[config.mk]
export PLATFORM = sky130hd
export DESIGN_NAME = sync_processing_control
export DESIGN_NICKNAME = d
export VERILOG_FILES = /design/src/sync_processing_control.v
export VERILOG_INCLUDE_DIRS = /design/src /design/src/include
export SDC_FILE = /design/constraint.sdc
export NUM_CORES = 1
export LEC_CHECK = 0
export ABC_AREA = 1
export BUFFER_PORTS_ARGS = -buffer_cell sky130_fd_sc_hd__buf_2
export CAP_MARGIN = 20
export CORE_ASPECT_RATIO = 0.6
export CORE_MARGIN = 2
export CORE_UTILIZATION = 40
export CTS_BUF_LIST = sky130_fd_sc_hd__clkbuf_16
export CTS_CLUSTER_DIAMETER = 80
export DETAILED_ROUTE_END_ITERATION = 6
export GPL_TIMING_DRIVEN = 0
export HOLD_SLACK_MARGIN = 0.12
export PLACE_DENSITY_LB_ADDON = 0.08
export SLEW_MARGIN = 15
export SYNTH_ARGS = -nofsm -noshare
export SYNTH_HDL_FRONTEND = slang
export SYNTH_SLANG_ARGS = --single-unit
[constraint.sdc]
create_clock -name core_clk_in -period 3.2 [get_ports core_clk_in]
set_input_delay 0.16 -clock core_clk_in [delete_from_list [all_inputs] [get_ports core_clk_in]]
set_output_delay 0.16 -clock core_clk_in [all_outputs]
set_load 0.05 [all_outputs]
[src/include/sync_proc_map.vh]
// register map, field positions, reset values and timing constants for the sync control block
// assumes one 25 MHz core clock; included by bare name from the design file
`ifndef SYNC_PROC_MAP_VH
`define SYNC_PROC_MAP_VH

// register addresses
`define ADDR_SYNC_MODE 8'h0E
`define ADDR_SLICER_CLAMP 8'h10
`define ADDR_SEP_THRESH 8'h11
`define ADDR_COAST_LEAD 8'h12
`define ADDR_COAST_TRAIL 8'h13
`define ADDR_SYNC_STATUS 8'h14

// reset values
`define RST_SYNC_MODE 8'h00
`define RST_SLICER_CLAMP 8'h78
`define RST_SEP_THRESH 8'h20
`define RST_COAST_LEAD 8'h00
`define RST_COAST_TRAIL 8'h00

// sync mode fields
`define MODE_H_OVERRIDE 4
`define MODE_H_SELECT 3
`define MODE_V_OVERRIDE 1
`define MODE_V_SELECT 0
`define MODE_USED_MASK 8'h1B

// slicer and clamp fields
`define SLICER_HI 7
`define SLICER_LO 3
`define RED_CLAMP_BIT 2
`define BLUE_CLAMP_BIT 1
`define SLICER_CLAMP_MASK 8'hFE

// timing
`define CLK_MHZ 25
`define CLK_NS 40
`define SEP_TICK_NS 200
`define SEP_DIV (`SEP_TICK_NS / `CLK_NS)
`define SEP_DIV_W 3
`define ACT_TIMEOUT_US 20000
`define ACT_CNT_W 20
`define LEN_W 16
`define LINE_W 12

`endif

[src/sync_processing_control.v]
// sync processing control: registers, activity and polarity detect, source select,
// sync separator and coast window stretching
// assumes all pin inputs are synchronous to core_clk_in; register port sits behind the serial port
`include "sync_proc_map.vh"

// ----------------------------------------
// activity detector
// ----------------------------------------
module activity_detect #(
   parameter [`ACT_CNT_W-1:0] TO_CYCLES = 20'h7A120
) (
   // clock and reset
   input wire core_clk_in,
   input wire rstn_in,
   // watched level
   input wire sig_in,
   // result
   output reg active_out
);
   reg prev;
   reg [`ACT_CNT_W-1:0] idle;

   always @(posedge core_clk_in) begin
      if (!rstn_in) begin
         // start from the pin level so a static input shows no edge after reset
         prev <= sig_in;
         idle <= {`ACT_CNT_W{1'b0}};
         active_out <= 1'b0;
      end else begin
         prev <= sig_in;
         if (sig_in != prev) begin
            idle <= {`ACT_CNT_W{1'b0}};
            active_out <= 1'b1;
         end else if (idle >= TO_CYCLES - 1'b1) begin
            active_out <= 1'b0;
         end else begin
            idle <= idle + 1'b1;
         end
      end
   end
endmodule // activity_detect

module sync_processing_control #(
   parameter [`ACT_CNT_W-1:0] ACT_TIMEOUT_CYCLES = `ACT_TIMEOUT_US * `CLK_MHZ
) (
   // clock and reset
   input wire core_clk_in,
   input wire rstn_in,
   // register port
   input wire [7:0] reg_addr_in,
   input wire [7:0] reg_wdata_in,
   input wire reg_wr_in,
   output reg [7:0] reg_rdata_out,
   // sync inputs
   input wire hsync_in,
   input wire vsync_in,
   input wire sync_on_green_input_in,
   // analog controls
   output wire [4:0] slicer_code_out,
   output wire red_clamp_mid_out,
   output wire blue_clamp_mid_out,
   // sync results
   output reg active_horizontal_source_out,
   output reg active_vertical_source_out,
   output reg sep_vsync_out,
   output reg coast_out
);
   // ----------------------------------------
   // registers
   // ----------------------------------------
   reg [7:0] sync_mode;
   reg [7:0] slicer_and_clamp_config;
   reg [7:0] separator_threshold;
   reg [7:0] coast_lead_lines;
   reg [7:0] coast_trail_lines;
   wire [7:0] sync_detect_status;

   always @(posedge core_clk_in) begin
      if (!rstn_in) begin
         sync_mode <= `RST_SYNC_MODE;
         slicer_and_clamp_config <= `RST_SLICER_CLAMP;
         separator_threshold <= `RST_SEP_THRESH;
         coast_lead_lines <= `RST_COAST_LEAD;
         coast_trail_lines <= `RST_COAST_TRAIL;
      end else if (reg_wr_in) begin
         case (reg_addr_in)
            `ADDR_SYNC_MODE: sync_mode <= reg_wdata_in & `MODE_USED_MASK;
            `ADDR_SLICER_CLAMP: slicer_and_clamp_config <= reg_wdata_in & `SLICER_CLAMP_MASK;
            `ADDR_SEP_THRESH: separator_threshold <= reg_wdata_in;
            `ADDR_COAST_LEAD: coast_lead_lines <= reg_wdata_in;
            `ADDR_COAST_TRAIL: coast_trail_lines <= reg_wdata_in;
            default: sync_mode <= sync_mode;
         endcase
      end
   end

   always @(posedge core_clk_in) begin
      if (!rstn_in) begin
         reg_rdata_out <= 8'h00;
      end else begin
         case (reg_addr_in)
            `ADDR_SYNC_MODE: reg_rdata_out <= sync_mode;
            `ADDR_SLICER_CLAMP: reg_rdata_out <= slicer_and_clamp_config;
            `ADDR_SEP_THRESH: reg_rdata_out <= separator_threshold;
            `ADDR_COAST_LEAD: reg_rdata_out <= coast_lead_lines;
            `ADDR_COAST_TRAIL: reg_rdata_out <= coast_trail_lines;
            `ADDR_SYNC_STATUS: reg_rdata_out <= sync_detect_status;
            default: reg_rdata_out <= 8'h00;
         endcase
      end
   end

   assign slicer_code_out = slicer_and_clamp_config[`SLICER_HI:`SLICER_LO];
   assign red_clamp_mid_out = slicer_and_clamp_config[`RED_CLAMP_BIT];
   assign blue_clamp_mid_out = slicer_and_clamp_config[`BLUE_CLAMP_BIT];

   // ----------------------------------------
   // activity and polarity detection
   // ----------------------------------------
   wire hs_active;
   wire vs_active;
   wire sog_active;
   reg hs_polarity;
   reg hs_prev;
   reg [`LEN_W-1:0] hs_hi_cnt;
   reg [`LEN_W-1:0] hs_lo_cnt;
   reg [`LEN_W-1:0] hs_hi_len;
   reg [`LEN_W-1:0] hs_lo_len;

   activity_detect #(.TO_CYCLES(ACT_TIMEOUT_CYCLES)) u_hs_act (
      .core_clk_in(core_clk_in),
      .rstn_in(rstn_in),
      .sig_in(hsync_in),
      .active_out(hs_active)
   );
   activity_detect #(.TO_CYCLES(ACT_TIMEOUT_CYCLES)) u_vs_act (
      .core_clk_in(core_clk_in),
      .rstn_in(rstn_in),
      .sig_in(vsync_in),
      .active_out(vs_active)
   );
   activity_detect #(.TO_CYCLES(ACT_TIMEOUT_CYCLES)) u_sog_act (
      .core_clk_in(core_clk_in),
      .rstn_in(rstn_in),
      .sig_in(sync_on_green_input_in),
      .active_out(sog_active)
   );

   // the shorter phase is the pulse: a short high phase means positive-going
   always @(posedge core_clk_in) begin
      if (!rstn_in) begin
         hs_prev <= 1'b0;
         hs_hi_cnt <= {`LEN_W{1'b0}};
         hs_lo_cnt <= {`LEN_W{1'b0}};
         hs_hi_len <= {`LEN_W{1'b0}};
         hs_lo_len <= {`LEN_W{1'b0}};
         hs_polarity <= 1'b0;
      end else begin
         hs_prev <= hsync_in;
         if (hsync_in && !hs_prev) begin
            hs_lo_len <= hs_lo_cnt;
            hs_lo_cnt <= {`LEN_W{1'b0}};
         end else if (!hsync_in && hs_prev) begin
            hs_hi_len <= hs_hi_cnt;
            hs_hi_cnt <= {`LEN_W{1'b0}};
         end else if (hsync_in && hs_hi_cnt != {`LEN_W{1'b1}}) begin
            hs_hi_cnt <= hs_hi_cnt + 1'b1;
         end else if (!hsync_in && hs_lo_cnt != {`LEN_W{1'b1}}) begin
            hs_lo_cnt <= hs_lo_cnt + 1'b1;
         end
         hs_polarity <= (hs_hi_len < hs_lo_len);
      end
   end

   assign sync_detect_status = {hs_active, active_horizontal_source_out, hs_polarity, vs_active,
                                active_vertical_source_out, 1'b0, sog_active, 1'b0};

   // ----------------------------------------
   // source selection
   // ----------------------------------------
   reg next_ahs;
   reg next_avs;

   always @* begin
      next_ahs = sync_mode[`MODE_H_SELECT];
      if (!sync_mode[`MODE_H_OVERRIDE] && hs_active && !sog_active) begin
         next_ahs = 1'b0;
      end else if (!sync_mode[`MODE_H_OVERRIDE] && !hs_active && sog_active) begin
         next_ahs = 1'b1;
      end // override keeps the select bit
      next_avs = sync_mode[`MODE_V_SELECT];
      if (!sync_mode[`MODE_V_OVERRIDE]) begin
         if (!vs_active && !sog_active) begin
            next_avs = 1'b1;
         end else if (vs_active && sog_active) begin
            next_avs = sync_mode[`MODE_V_SELECT];
         end else begin
            next_avs = sog_active;
         end
      end
   end

   always @(posedge core_clk_in) begin
      if (!rstn_in) begin
         active_horizontal_source_out <= 1'b0;
         active_vertical_source_out <= 1'b1;
      end else begin
         active_horizontal_source_out <= next_ahs;
         active_vertical_source_out <= next_avs;
      end
   end

   // ----------------------------------------
   // sync separator on the 5 MHz tick
   // ----------------------------------------
   reg [`SEP_DIV_W-1:0] tick_div;
   reg sep_tick;
   reg [7:0] sep_cnt;

   always @(posedge core_clk_in) begin
      if (!rstn_in) begin
         tick_div <= {`SEP_DIV_W{1'b0}};
         sep_tick <= 1'b0;
         sep_cnt <= 8'h00;
         sep_vsync_out <= 1'b0;
      end else begin
         sep_tick <= (tick_div == `SEP_DIV - 1);
         tick_div <= (tick_div == `SEP_DIV - 1) ? {`SEP_DIV_W{1'b0}} : tick_div + 1'b1;
         // is on software: threshold must exceed the line pulse width
         if (sync_on_green_input_in == sep_vsync_out) begin
            sep_cnt <= 8'h00;
         end else if (sep_tick) begin
            if (sep_cnt >= separator_threshold) begin
               sep_vsync_out <= sync_on_green_input_in;
               sep_cnt <= 8'h00;
            end else begin
               sep_cnt <= sep_cnt + 1'b1;
            end
         end
      end
   end

   // ----------------------------------------
   // coast window
   // ----------------------------------------
   wire h_sel;
   wire v_sel;
   wire [`LINE_W:0] lead_sum;
   wire pre_window;
   reg h_sel_prev;
   reg v_sel_prev;
   reg [`LINE_W-1:0] line_cnt;
   reg [`LINE_W-1:0] frame_lines;
   reg [7:0] post_cnt;

   assign h_sel = active_horizontal_source_out ? sync_on_green_input_in : hsync_in;
   assign v_sel = active_vertical_source_out ? sep_vsync_out : vsync_in;
   assign lead_sum = {1'b0, line_cnt} + {{(`LINE_W - 7){1'b0}}, coast_lead_lines};
   // predicts the next vertical sync from the line count of the frame before
   assign pre_window = (frame_lines != {`LINE_W{1'b0}}) &&
                       (coast_lead_lines != 8'h00) &&
                       (lead_sum > {1'b0, frame_lines});

   always @(posedge core_clk_in) begin
      if (!rstn_in) begin
         h_sel_prev <= 1'b0;
         v_sel_prev <= 1'b0;
         line_cnt <= {`LINE_W{1'b0}};
         frame_lines <= {`LINE_W{1'b0}};
         post_cnt <= 8'h00;
         coast_out <= 1'b0;
      end else begin
         h_sel_prev <= h_sel;
         v_sel_prev <= v_sel;
         if (v_sel && !v_sel_prev) begin
            frame_lines <= line_cnt;
            line_cnt <= {`LINE_W{1'b0}};
         end else if (h_sel && !h_sel_prev && line_cnt != {`LINE_W{1'b1}}) begin
            line_cnt <= line_cnt + 1'b1;
         end
         if (!v_sel && v_sel_prev) begin
            post_cnt <= coast_trail_lines;
         end else if (h_sel && !h_sel_prev && post_cnt != 8'h00) begin
            post_cnt <= post_cnt - 1'b1;
         end
         coast_out <= pre_window || v_sel || (post_cnt != 8'h00);
      end
   end
endmodule // sync_processing_control

==> impl_metrics.json <==
{
  "synthAdderAreaFrac_pct": 5.75,
  "place_congestion": 0.878,
  "min_period_over_period_pct": 93.0,
  "ys.flop_type": "dfxtp_1",
  "cap_violations": 0,
  "ys_seq_area_share_pct": 37.9,
  "syn-num-nets": 1772,
  "grt_pass1_vias": 9959,
  "antenna_found_initial": 2,
  "critPathLaunchType": "register",
  "fin_skew_ns": 0.0275,
  "synth.area.mux_share_pct": 0,
  "detail-route-antenna-nets": 0,
  "cts-root-buf": "clkbuf_16",
  "synth_edf_count": 0,
  "critical-path-max-stage-delay_ns": 0.44,
  "maxSlewHeadroom_pct": 43.1,
  "ioPinCount": 41,
  "finalHoldWorstSlack_ns": 0.232,
  "wl_per_cell_um": 15.7,
  "synth-simple-area-share_pct": 27.1,
  "grt_pass1_wl_um": 55100,
  "crit_chain": "inv_1 -> fa_2 -> o21ai_4 -> a21oi_1 -> o21ai_2 -> xor2_1 -> ha_1 -> nand2_1 -> inv_1 -> nand4_1 -> nor2_1 -> nand3_1 -> nor2_1 -> nor2_1 -> nand2_1 -> a21oi_1",
  "rrSetupSlack_ns": 0.22,
  "yosysTopAreaCell": "dfxtp_1",
  "ys_async_sr_fraction_pct": 0,
  "hpwl_um": 26000,
  "ys_warn_count": 0,
  "tightest_slew_ns": 0.846,
  "yosysMostFrequentCell": "nand2_1",
  "setup_viol": 0,
  "synth_xor_xnor_area_share_pct": 6.04,
  "grt_use_total_pct": 22.3,
  "crit-reg2reg-capture": "coast_out$_SDFF_PN0_",
  "dieArea_um2": 31100,
  "synth_area_leaders": "dfxtp_1 (38%), nand2_1 (12%), a21oi_1 (7.7%)",
  "clk_path_buf_depth": 3,
  "synth_area_um2": 11900,
  "synth_compound_area_share_pct": 14.7,
  "first_pass_iters": 5,
  "worstPathMaxFanout": 5,
  "r2r_start": "line_cnt[1]$_SDFFE_PP0P_",
  "hold_viol": 0,
  "io_buffers": 40,
  "yosysUniqueCellTypes": 42,
  "initial_utilization_pct": 41.0,
  "drc": 0,
  "routed_via_density": 5.10,
  "grt_max_degree": 14,
  "num_vias": 11200,
  "cts_tree": "done",
  "post-route-min-period_ns": 2.98,
  "crit_required_ns": 3.59,
  "cts.htree.levels": 1,
  "numCtsBuffers": 24,
  "synthesis.instances": 1696,
  "dieHeight_um": 138,
  "hold_end": "reg_rdata_out[4]$_SDFF_PN0_",
  "timing.fmax_mhz": 336,
  "ff2ff_path_depth": 16,
  "synth.top_cell.area_share_pct": 37.9,
  "path_common_cell": "nor2_1",
  "crit_type": "reg -> reg",
  "dr.first_iter.drc_count": 903,
  "syn2layout_area_growth_pct": 13.4,
  "power_mw": 6.37,
  "fp.dieW_um": 227,
  "powerDensity_nw_per_um2": 473,
  "clk_latency_ns": 0.54,
  "min_path_cells": 6,
  "drive_above_1_share_pct": 7.32,
  "end_kind": "register",
  "stdcell_count": 2192,
  "min_from": "reg_addr_in[3]",
  "wirelength_um": 34400,
  "cts_setup_buffers": 0,
  "finish.net_count": 1854,
  "num_rows": 48,
  "yosys_register_bits": 225,
  "fillers": 3042,
  "synth.avg_cell_area_um2": 7.01,
  "coreArea_um2": 29000,
  "setup-tns-final_ns": 0,
  "leakage_nw": 5.21,
  "rsz0062_at_grt": "false",
  "worstPathArrival_ns": 3.36,
  "status": "finished clean",
  "min-delay-path-class": "in -> reg",
  "synth_top_family_by_area": "simple AND/OR/NAND/NOR gates",
  "crit_slowest_cell": "fa_2",
  "final-max-slew-violation-count": 0,
  "peakVddDrop_v": 0.000302,
  "path_clk_slew_ns": 0.06,
  "dp_cells": 2136,
  "cts.sinks": 225,
  "overflow": 0,
  "synth_common_cells": "nand2_1 (370), dfxtp_1 (225), inv_1 (192), a21oi_1 (182), nor2_1 (178)",
  "fin_util_pct": 46.5
}
flip-flops by register name, indices dropped and copies added (netlist names), 12 cells and up:
register and cells:
hs_lo_len 16, u_vs_act.idle 20, u_hs_act.idle 20, line_cnt 12, frame_lines 12, hs_lo_cnt 16, u_sog_act.idle 20, hs_hi_len 16
hs_hi_cnt 16
metrics by stage:
stage                     instance area (µm²)  worst slack [ns]
after global routing                    13500            0.0494
final                                   13500             0.224
after global placement                  12600            -0.126
after CTS                               13500            0.0600
after detailed placement                12600            -0.145
after floorplan                         11900             0.519
per-layer routing:
metal	GRT usage, %	vias up	wire, µm	share of wire (%)
met3	4.52	33	2240	6.5
met2	28.9	278	12500	36
met4	3.58	0	408	1.2
li1	-	5725	-	-
met5	0	-	0	0
met1	36.8	5145	19300	56
how the worst max path moves through the flow:
stage | cells past startpoint | endpoint | start | slack, ns
finish | 16 | coast_out$_SDFF_PN0_ | line_cnt[1]$_SDFFE_PP0P_ | 0.22
global route | 14 | coast_out$_SDFF_PN0_ | line_cnt[1]$_SDFFE_PP0P_ | 0.05
CTS | 17 | coast_out$_SDFF_PN0_ | coast_lead_lines[0]$_SDFFE_PN0P_ | 0.06
detailed placement | 17 | coast_out$_SDFF_PN0_ | line_cnt[0]$_SDFFE_PP0P_ | -0.14
global placement | 17 | coast_out$_SDFF_PN0_ | line_cnt[0]$_SDFFE_PP0P_ | -0.13
floorplan | 15 | coast_out$_SDFF_PN0_ | line_cnt[0]$_SDFFE_PP0P_ | 0.52
cells in the final DEF, fill, tap and decap left out, types with 3 or more instances in the layout:
cell	n
a211oi_1	13
a21oi_1	182
a31oi_1	5
buf_2	58
buf_4	5
buf_6	3
clkbuf_1	21
clkbuf_16	25
clkinv_1	11
dfxtp_1	222
dlygate4sd3_1	16
ha_1	53
inv_1	194
inv_2	8
nand2_1	370
nand2_2	4
nand3_1	80
nand3_2	3
nand3b_1	6
nand4_1	35
nor2_1	178
nor2_2	5
nor3_1	49
nor3_2	4
nor4_1	9
o211ai_1	6
o21ai_0	108
o21ai_1	4
o21bai_1	3
o22ai_1	3
xnor2_1	25
xor2_1	57
cell type report:
| cell class | instances | area (µm²) | area share [%] |
|---|---|---|---|
| multi-input combinational | 1221 | 6390 | 47.5 |
| inverter | 203 | 762 | 5.65 |
| antenna | 2 | 5.00 | 0.0371 |
| clock buffer | 25 | 626 | 4.64 |
| tap | 400 | 500 | 3.71 |
| timing repair buffer | 56 | 360 | 2.67 |
| buffer | 47 | 240 | 1.78 |
| sequential | 225 | 4510 | 33.5 |
| clock inverter | 13 | 77.6 | 0.576 |
logic make-up (layout without fill, tap and decap cells):
logic type                 count (synthesis)  count (layout)
other                                      0               2
and+or+nand+nor                          752             752
AOI/OAI and AO/OA                        333             333
adders and majority gates                 54              54
xor gates and xnor gates                  82              82
DFF                                      225             225
buffers and inverters                    250             344
worst max-delay path, delay by kind of cell (launching register included):
family | cells | cell delay (ns)
flops | 1 | 0.41
fa+ha+maj | 2 | 0.74
simple gates | 7 | 0.66
xor+xnor | 1 | 0.10
compound gates | 4 | 0.66
buf+inv | 2 | 0.27
repair_timing:
item                       in CTS  in global routing
gates resized for setup         2                  6
setup endpoints to repair       1                  1
hold endpoints to repair       47                  0
pin swaps                       0                  0
hold buffers                   16                  0
report_power, final:
group	internal, mW	total (mW)	switching [mW]
clock	1.47	2.63	1.16
sequential	2.90	2.99	0.0821
combinational	0.254	0.753	0.499
Power figures use the tool's default switching activity.
